### src/hw/spsv_pkg.sv
// Shared constants and helpers of the serial port select and verify block
`default_nettype none

package spsv_pkg;

  // Register locations in the device address space
  localparam logic [15:0] ADDR_VALUE_32 = 16'hE5FF;  // Trace data, 32-bit view
  localparam logic [15:0] ADDR_REVISION = 16'hE707;  // Die revision
  localparam logic [15:0] ADDR_VALUE_8 = 16'hE7FD;   // Trace data, 8-bit view
  localparam logic [15:0] ADDR_LOCATION = 16'hE9FE;  // Trace address
  localparam logic [15:0] ADDR_VALUE_16 = 16'hE9FF;  // Trace data, 16-bit view
  localparam logic [15:0] ADDR_SECONDARY_CONFIG = 16'hEA00;   // Secondary config
  localparam logic [15:0] ADDR_KIND = 16'hEA01;      // Trace operation kind

  // Operation kind codes
  localparam logic [7:0] KIND_WRITE = 8'hCA;  // Last access was a write
  localparam logic [7:0] KIND_READ = 8'h35;   // Last access was a read

  // Reset values
  localparam logic [7:0] KIND_RESET = 8'h00;
  localparam logic [15:0] LOC_RESET = 16'h0000;
  localparam logic [31:0] VALUE_RESET = 32'h0000_0000;
  localparam logic [7:0] CFG2_RESET = 8'h00;
  localparam logic [31:0] DATA_ZERO = 32'h0000_0000;

  // Field positions
  localparam int CFG2_I2C_LOCK_BIT = 0;  // Locks the two-wire port

  // Access size codes
  localparam logic [1:0] SIZE_8 = 2'h0;
  localparam logic [1:0] SIZE_16 = 2'h1;
  localparam logic [1:0] SIZE_32 = 2'h2;

  // Port identifiers on the access strobes
  localparam logic PORT_I2C = 1'b0;
  localparam logic PORT_SPI = 1'b1;

  // Port selection and capture figures
  localparam logic [1:0] SEL_FALLS_MINUS1 = 2'h2;  // Third fall selects SPI
  localparam logic [1:0] SEL_COUNT_RESET = 2'h0;
  localparam int CAPTURE_REGS_MAX = 16;            // Capture register slots

  // Port mode of the selector
  typedef enum logic {SPSV_MODE_I2C, SPSV_MODE_SPI} spsv_mode_t;

  // One of the three trace registers or their data views
  function automatic logic is_trace_addr(input logic [15:0] addr);
    is_trace_addr = (addr == ADDR_VALUE_8) || (addr == ADDR_VALUE_16) ||
                    (addr == ADDR_VALUE_32) || (addr == ADDR_LOCATION) ||
                    (addr == ADDR_KIND);
  endfunction : is_trace_addr

  // Address served by this block
  function automatic logic is_local_addr(input logic [15:0] addr);
    is_local_addr = is_trace_addr(addr) || (addr == ADDR_REVISION) ||
                    (addr == ADDR_SECONDARY_CONFIG);
  endfunction : is_local_addr

  // Keeps only the bytes that an access of this size moved
  function automatic logic [31:0] size_mask(input logic [1:0] size,
                                            input logic [31:0] data);
    unique case (size)
      SIZE_8: size_mask = {24'h00_0000, data[7:0]};
      SIZE_16: size_mask = {16'h0000, data[15:0]};
      default: size_mask = data;
    endcase
  endfunction : size_mask

endpackage : spsv_pkg

`default_nettype wire

### src/hw/spsv_sel_detect.sv
// Chip-select fall counter that picks and locks the serial port
`default_nettype none

module spsv_sel_detect (
  input wire logic clk,         // Device clock
  input wire logic rst_b,       // Async reset, active low
  input wire logic clear,       // Power-down clear
  input wire logic sel_pin_b,   // Shared chip-select pin level
  input wire logic lock_set,    // Lock request from config write
  output logic spi_active_ff,   // SPI port selected
  output logic locked_ff        // Port choice locked
);

  // All selector state in one word
  typedef struct packed {
    logic prev_pin;                // Pin level one clock ago
    logic [1:0] falls;             // Falls seen so far
    spsv_pkg::spsv_mode_t mode;    // Active port
    logic locked;                  // Choice frozen
  } spsv_sel_t;

  localparam spsv_sel_t SEL_RESET = '{
    prev_pin: 1'b1,
    falls: spsv_pkg::SEL_COUNT_RESET,
    mode: spsv_pkg::SPSV_MODE_I2C,
    locked: 1'b0
  };

  spsv_sel_t sel_ff;
  spsv_sel_t nxt_sel;
  logic pin_fall;  // High to low step on the pin

  assign pin_fall = sel_ff.prev_pin & ~sel_pin_b;

  // Next state: count falls while unlocked in two-wire mode
  always_comb begin
    nxt_sel = sel_ff;
    nxt_sel.prev_pin = sel_pin_b;
    if (clear) begin
      // Power-down drops the choice like a hardware reset
      nxt_sel = SEL_RESET;
    end else begin
      unique case (sel_ff.mode)
        spsv_pkg::SPSV_MODE_I2C: begin
          // Locked two-wire mode ignores stray toggles
          if (pin_fall && !sel_ff.locked) begin
            if (sel_ff.falls == spsv_pkg::SEL_FALLS_MINUS1) begin
              nxt_sel.mode = spsv_pkg::SPSV_MODE_SPI;
            end else begin
              nxt_sel.falls = sel_ff.falls + 2'h1;
            end
          end
        end
        spsv_pkg::SPSV_MODE_SPI: begin
          // SPI has no way back short of reset or power-down
          nxt_sel.mode = spsv_pkg::SPSV_MODE_SPI;
        end
      endcase
      if (lock_set) begin
        nxt_sel.locked = 1'b1;
      end
    end
  end

  // State register
  always_ff @(posedge clk or negedge rst_b) begin
    if (!rst_b) begin
      sel_ff <= SEL_RESET;
    end else begin
      sel_ff <= nxt_sel;
    end
  end

  assign spi_active_ff = (sel_ff.mode == spsv_pkg::SPSV_MODE_SPI);
  assign locked_ff = sel_ff.locked;
endmodule : spsv_sel_detect

`default_nettype wire

### src/hw/spsv_core.sv
// Serial port selection, locking and access trace registers
`default_nettype none

module spsv_core #(
  parameter int CAPTURE_MAX = spsv_pkg::CAPTURE_REGS_MAX,  // Capture slots
  parameter logic [7:0] DIE_REVISION = 8'h01  // Arbitrary value
) (
  input wire logic clk,                  // Device clock, 40 MHz
  input wire logic rst_b,                // Async hardware reset, low
  input wire logic power_down,           // Power-down, clears like reset
  input wire logic sel_pin_b,            // Shared chip-select pin
  input wire logic req,                  // Register read request pulse
  input wire logic req_port,             // Port that carries the request
  input wire logic [15:0] req_addr,      // Register to read
  input wire logic done,                 // Access finished pulse
  input wire logic done_ok,              // All bytes moved, no error
  input wire logic done_port,            // Port that carried the access
  input wire logic done_write,           // Access was a write
  input wire logic [15:0] done_addr,     // Register accessed
  input wire logic [1:0] done_size,      // Register width code
  input wire logic [31:0] done_data,     // Data written or read
  input wire logic capture_enable,       // Software enable of capture
  input wire logic [4:0] capture_regs,   // Capture registers asked
  output logic rsp_valid_ff,             // Read answer pulse
  output logic rsp_hit_ff,               // Address served here
  output logic [31:0] rsp_data_ff,       // Read answer data
  output logic spi_active_ff,            // SPI port in use
  output logic port_locked_ff,           // Port choice locked
  output logic capture_on_ff,            // Capture port running
  output logic [4:0] capture_count_ff,   // Registers it delivers
  output logic [7:0] secondary_config_ff          // Secondary config value
);

  // Capture slot limit at the counter width
  localparam logic [4:0] CAP_LIMIT = 5'(CAPTURE_MAX);

  // All core state in one word
  typedef struct packed {
    logic [7:0] cfg2;       // Secondary config contents
    logic [7:0] kind;       // Kind of last good access
    logic [15:0] loc;       // Address of last good access
    logic [31:0] value;     // Data of last good access
    logic rsp_valid;        // Read answer strobe
    logic rsp_hit;          // Read answer came from here
    logic [31:0] rsp_data;  // Read answer data
    logic cap_on;           // Capture port running
    logic [4:0] cap_count;  // Capture slot count
  } spsv_core_t;

  localparam spsv_core_t CORE_RESET = '{
    cfg2: spsv_pkg::CFG2_RESET,
    kind: spsv_pkg::KIND_RESET,
    loc: spsv_pkg::LOC_RESET,
    value: spsv_pkg::VALUE_RESET,
    rsp_valid: 1'b0,
    rsp_hit: 1'b0,
    rsp_data: spsv_pkg::DATA_ZERO,
    cap_on: 1'b0,
    cap_count: 5'h00
  };

  spsv_core_t core_ff;
  spsv_core_t nxt_core;
  logic active_port;   // Port identifier now in charge
  logic accepted;      // Finished access counts as good
  logic trace_read;    // Good read of a trace register
  logic cfg2_write;    // Good write to secondary config
  logic lock_set;      // Freeze the port choice now
  logic sel_locked;    // Selector lock flag

  // Read data of every register served here
  function automatic logic [31:0] read_value(input logic [15:0] addr,
                                             input spsv_core_t st);
    unique case (addr)
      spsv_pkg::ADDR_VALUE_8: read_value = {24'h00_0000, st.value[7:0]};
      spsv_pkg::ADDR_VALUE_16: read_value = {16'h0000, st.value[15:0]};
      spsv_pkg::ADDR_VALUE_32: read_value = st.value;
      spsv_pkg::ADDR_LOCATION: read_value = {16'h0000, st.loc};
      spsv_pkg::ADDR_KIND: read_value = {24'h00_0000, st.kind};
      spsv_pkg::ADDR_SECONDARY_CONFIG: read_value = {24'h00_0000, st.cfg2};
      spsv_pkg::ADDR_REVISION: read_value = {24'h00_0000, DIE_REVISION};
      // Foreign addresses answer zero and drop the hit flag
      default: read_value = spsv_pkg::DATA_ZERO;
    endcase
  endfunction : read_value

  // Port picker; its lock is fed by config writes below
  spsv_sel_detect u_sel (
    .clk(clk),
    .rst_b(rst_b),
    .clear(power_down),
    .sel_pin_b(sel_pin_b),
    .lock_set(lock_set),
    .spi_active_ff(spi_active_ff),
    .locked_ff(sel_locked)
  );

  assign port_locked_ff = sel_locked;

  // Only traffic from the selected port reaches the registers
  assign active_port = spi_active_ff ? spsv_pkg::PORT_SPI :
                                       spsv_pkg::PORT_I2C;

  // Engines flag ok only for complete, error-free frames
  assign accepted = done && done_ok && (done_port == active_port);

  // Reading the trace must not overwrite it with itself
  assign trace_read = accepted && !done_write &&
                      spsv_pkg::is_trace_addr(done_addr);

  assign cfg2_write = accepted && done_write &&
                      (done_addr == spsv_pkg::ADDR_SECONDARY_CONFIG);

  // Two-wire locks only on the bit; SPI locks on any write
  assign lock_set = cfg2_write && (spi_active_ff ||
                    done_data[spsv_pkg::CFG2_I2C_LOCK_BIT]);

  // Next state of registers, answers and capture control
  always_comb begin
    nxt_core = core_ff;
    nxt_core.rsp_valid = 1'b0;
    // Read answer one clock after the request
    if (req && (req_port == active_port)) begin
      nxt_core.rsp_valid = 1'b1;
      nxt_core.rsp_hit = spsv_pkg::is_local_addr(req_addr);
      nxt_core.rsp_data = read_value(req_addr, core_ff);
    end
    // Config write lands only when the frame completed cleanly
    if (cfg2_write) begin
      nxt_core.cfg2 = done_data[7:0];
    end
    // Trace update; failed frames never get here
    if (accepted && !trace_read) begin
      nxt_core.kind = done_write ? spsv_pkg::KIND_WRITE :
                                   spsv_pkg::KIND_READ;
      nxt_core.loc = done_addr;
      nxt_core.value = spsv_pkg::size_mask(done_size, done_data);
    end
    // Capture shares pins with SPI, so SPI keeps it off
    nxt_core.cap_on = capture_enable && !spi_active_ff;
    // Requests above the slot limit are clipped to it
    nxt_core.cap_count = (capture_regs > CAP_LIMIT) ? CAP_LIMIT :
                                                     capture_regs;
    if (power_down) begin
      // Power-down clears everything, lock included
      nxt_core = CORE_RESET;
    end
  end

  // State register
  always_ff @(posedge clk or negedge rst_b) begin
    if (!rst_b) begin
      core_ff <= CORE_RESET;
    end else begin
      core_ff <= nxt_core;
    end
  end

  // Outputs come straight from the state word
  assign rsp_valid_ff = core_ff.rsp_valid;
  assign rsp_hit_ff = core_ff.rsp_hit;
  assign rsp_data_ff = core_ff.rsp_data;
  assign capture_on_ff = core_ff.cap_on;
  assign capture_count_ff = core_ff.cap_count;
  assign secondary_config_ff = core_ff.cfg2;
endmodule : spsv_core

`default_nettype wire

### config.mk
export PLATFORM = sky130hd
export DESIGN_NAME = spsv_core
export DESIGN_NICKNAME = d
export VERILOG_FILES = /design/src/hw/spsv_pkg.sv /design/src/hw/spsv_sel_detect.sv /design/src/hw/spsv_core.sv
export SDC_FILE = /design/constraint.sdc
export NUM_CORES = 1
export LEC_CHECK = 0
export BUFFER_PORTS_ARGS = -buffer_cell sky130_fd_sc_hd__buf_2
export CORE_MARGIN = 1
export CORE_UTILIZATION = 47
export CTS_CLUSTER_SIZE = 28
export DETAILED_ROUTE_END_ITERATION = 8
export PLACE_DENSITY = 0.79
export SYNTH_ARGS = -nofsm -noshare
export SYNTH_HDL_FRONTEND = slang
export SYNTH_SLANG_ARGS = --single-unit
### constraint.sdc
create_clock -name clk -period 1.6 [get_ports clk]
set_input_delay 0.48 -clock clk [delete_from_list [all_inputs] [get_ports clk]]
set_output_delay 0.48 -clock clk [all_outputs]
set_load 0.01 [all_outputs]
==> flow_summary.json <==
{
  "status": "complete, but fails checks",
  "violations": "setup timing",
  "top_usage_layer": "met2",
  "drt_wl_total_um": 13600,
  "met1_usage": 0.331,
  "routabilityCongestion": 0.900,
  "fin_ws_ns": -0.229,
  "synth_seq_cells": 103,
  "required_ns": 1.92,
  "cp-end-kind": "flop",
  "die_h_um": 102,
  "period_share": 1.14,
  "peakVddDrop_mv": 0.531,
  "utilization": 0.646,
  "layout-drive-gt1-share": 0.443,
  "place_hpwl_um": 8690,
  "insertion_delay_ns": 0.37,
  "clk_pin_slew_ns": 0.11,
  "dieArea_sq_um": 10500,
  "drtIter0Drc": 278,
  "ys.flop_type": "dfrtp_1",
  "io_buffer_count": 131,
  "yosysWarnings": 0,
  "finalSetupViolCount": 89,
  "place_ws_ns": -0.799,
  "synth_compound_area_frac": 0.208,
  "syn-instance-count": 419,
  "hold_depth": 2,
  "synthAdderAreaFrac": 0.00264,
  "wl_per_cell_um": 19.1,
  "antenna_found_initial": 0,
  "grt_pass1_wl_um": 20100,
  "clockBufferDepth": 2,
  "tightest_slew_ns": 0.521,
  "setup.worst_path.class": "input port to flop",
  "vias_per_cell": 5.80,
  "hold_viol_final": 0,
  "cts_sinks": 103,
  "initial_utilization": 0.485,
  "ant_nets": 0,
  "synthMuxAreaShare": 0.0193,
  "fin_crit_ns": 1.83,
  "clock_skew_ns": 0.0123,
  "n_antenna_cell": 0,
  "nets": 656,
  "cts_buffers": 9,
  "cts_tree": "built",
  "grt_overflow": 0,
  "clock.fmax_mhz": 547,
  "htree_num_levels": 3,
  "power_leakage_nw": 3.05,
  "synth_area_leader_cell": "dfrtp_1",
  "synth-simple-area-share": 0.114,
  "relSlewSlack": 0.653,
  "tns_ns": -12.36,
  "multi_input_comb_area_sq_um": 1920,
  "track_usage": 0.257,
  "grt_max_degree": 39,
  "ys_top_cells_by_area": "dfrtp_1 (54%), a22o_1 (7.4%), buf_4 (7.1%)",
  "area_growth_pct": 33.1,
  "grt.met2_usage": 0.420,
  "synth_edf_count": 0,
  "whs_ns": 0.306,
  "slew_viol_final": 0,
  "yosysTopAreaCellShare": 0.538,
  "hp-class": "input port to flop",
  "syn_area_sq_um": 4740,
  "worstPathMaxFanout": 7,
  "ys_types": 53,
  "ff2ff_path_depth": 8,
  "design.core.area_sq_um": 9770,
  "p_per_area_nw_per_um2": 781,
  "async_reset_ff_frac": 1.00,
  "synth.avg_cell_area_sq_um": 11.3,
  "drcViolationCount": 0,
  "vias": 4125,
  "synth_top_family_by_area": "compound AO/OA/AOI/OAI gates",
  "ios": 132,
  "firstDrtPassIters": 5,
  "worst_ep_arrival_time_ns": 2.15,
  "ff_latch_area_sq_um": 2580,
  "syn_nets": 502,
  "grt_util_met3": 0.0513,
  "clockRootBuffer": "clkbuf_8",
  "num_rows": 36,
  "yosys.area_share.xor_xnor": 0.00738,
  "ys_seq_area_frac": 0.544,
  "start_kind": "input port",
  "die_w_um": 102,
  "rsz0062_at_grt": "yes",
  "grt_pass1_vias": 4004,
  "nFillCells": 758,
  "max_cap_violations": 0
}
metal layers:
layer  routed length, um  share of wire
met1                5350           0.39
met2                6810           0.50
met3                1090          0.081
met4                 299          0.022
met5                   0              0
synth_stat cells, drive strengths merged, types with 2 or more instances:
cell type and n:
or4 2, mux2i 8, nor4b 2, a21oi 7
a31oi 2, nand3 7, nand2b 4, clkbuf 12
a22o 40, and4b 2, xnor2 3, nor2b 4
nand2 24, nor3 6, nor2 19, o21ai 25
or2 3, and2 6, and3 3, nand4b 2
nand4 5, dfrtp 102, a22oi 10, or3 3
a222oi 7, a32o 24, buf 58, inv 12
sequential cells by signal, indices dropped and copies added, names as in the netlist:
register             flops
capture_count_ff         5
capture_on_ff            1
core_ff                 50
rsp_data_ff             32
rsp_hit_ff               1
rsp_valid_ff             1
secondary_config_ff      8
u_sel.locked_ff          1
u_sel.sel_ff             3
u_sel.spi_active_ff      1
path summary, 6_finish.rpt:
path                                                    start  slack [ns]                             to
worst max-delay path                             done_addr[3]       -0.23        core_ff[51]$_DFFE_PN0P_
min in group asynchronous                               rst_b        0.54    rsp_data_ff[24]$_DFFE_PN0P_
max in group asynchronous                               rst_b        0.50    rsp_data_ff[16]$_DFFE_PN0P_
worst max register to register  u_sel.spi_active_ff$_DFF_PN0_       -0.12        core_ff[71]$_DFFE_PN0P_
worst min register to register         rsp_hit_ff$_DFFE_PN0P_        0.48         rsp_hit_ff$_DFFE_PN0P_
worst min-delay path                          capture_regs[2]        0.31  capture_count_ff[2]$_DFF_PN0_
kinds of logic after synthesis:
kind of cell             count (synthesis)
buffers and inverters                   82
adder cells (fa/ha/maj)                  1
multiplexers                             9
XOR/XNOR                                 4
AO/OA/AOI/OAI                          122
AND/OR/NAND/NOR                         98
flip-flops                             103
what timing repair did:
action                                  in CTS  in global routing
hold buffers                                 1                  0
buffers inserted                            17                  5
pin swaps                                   34                 43
cloned                                      11                  4
gates resized for setup                     42                 32
endpoints found under the setup margin      81                 90
hold endpoints to repair                    18                  0
per-stage QoR:
stage | total power [W] | cells | area [sq um]
2_1_floorplan | 0.00293 | 419 | 4840
3_3_place_gp | 0.00323 | 662 | 5590
3_5_place_dp | 0.00325 | 662 | 5590
4_1_cts | 0.00493 | 706 | 6210
5_1_grt | 0.00510 | 711 | 6320
6_report | 0.00494 | 711 | 6320
worst max-delay path, stage by stage:
cell,delay (ns)
buf_6,0.10
buf_6,0.12
nor4b_4,0.27
nand4_1,0.17
buf_4,0.18
nand2b_4,0.12
o211ai_1,0.12
buf_4,0.21
buf_12,0.13
buf_16,0.12
a32o_1,0.13
where the power goes:
group          switching [W]  internal [W]  total, W
registers          0.0000312       0.00266   0.00269
clock network        0.00100      0.000615   0.00162
logic               0.000324      0.000309  0.000633
layout make-up:
cell class              count  share of cell area
repair buffers            204               0.222
well taps                 133              0.0263
clock buffers               9              0.0196
clock inverters             7              0.0115
multi-input cells         243               0.305
inverters                  12             0.00713
flip-flops and latches    103               0.408
layout by cell type (no fill, tap or decap), types with 3 or more instances in the layout:
cell type,Yosys,layout
a21oi_1,6,5
o31ai_4,0,3
nand3_1,7,7
buf_4,45,51
nand4_1,5,5
nor3_1,5,4
o21ai_1,3,16
mux2i_1,8,8
a22o_1,40,40
buf_12,0,5
a22oi_1,10,9
nand2b_1,4,3
a32o_1,24,24
nor2b_1,4,3
nor2_4,0,9
buf_6,2,21
xnor2_1,3,3
nor2_1,18,16
a222oi_1,7,7
dfrtp_1,102,102
clkbuf_8,0,9
and2_1,6,6
o21ai_0,22,8
buf_2,9,124
nand2_1,24,24
or2_2,3,3
inv_1,12,12
Power figures use the tool's default switching activity.
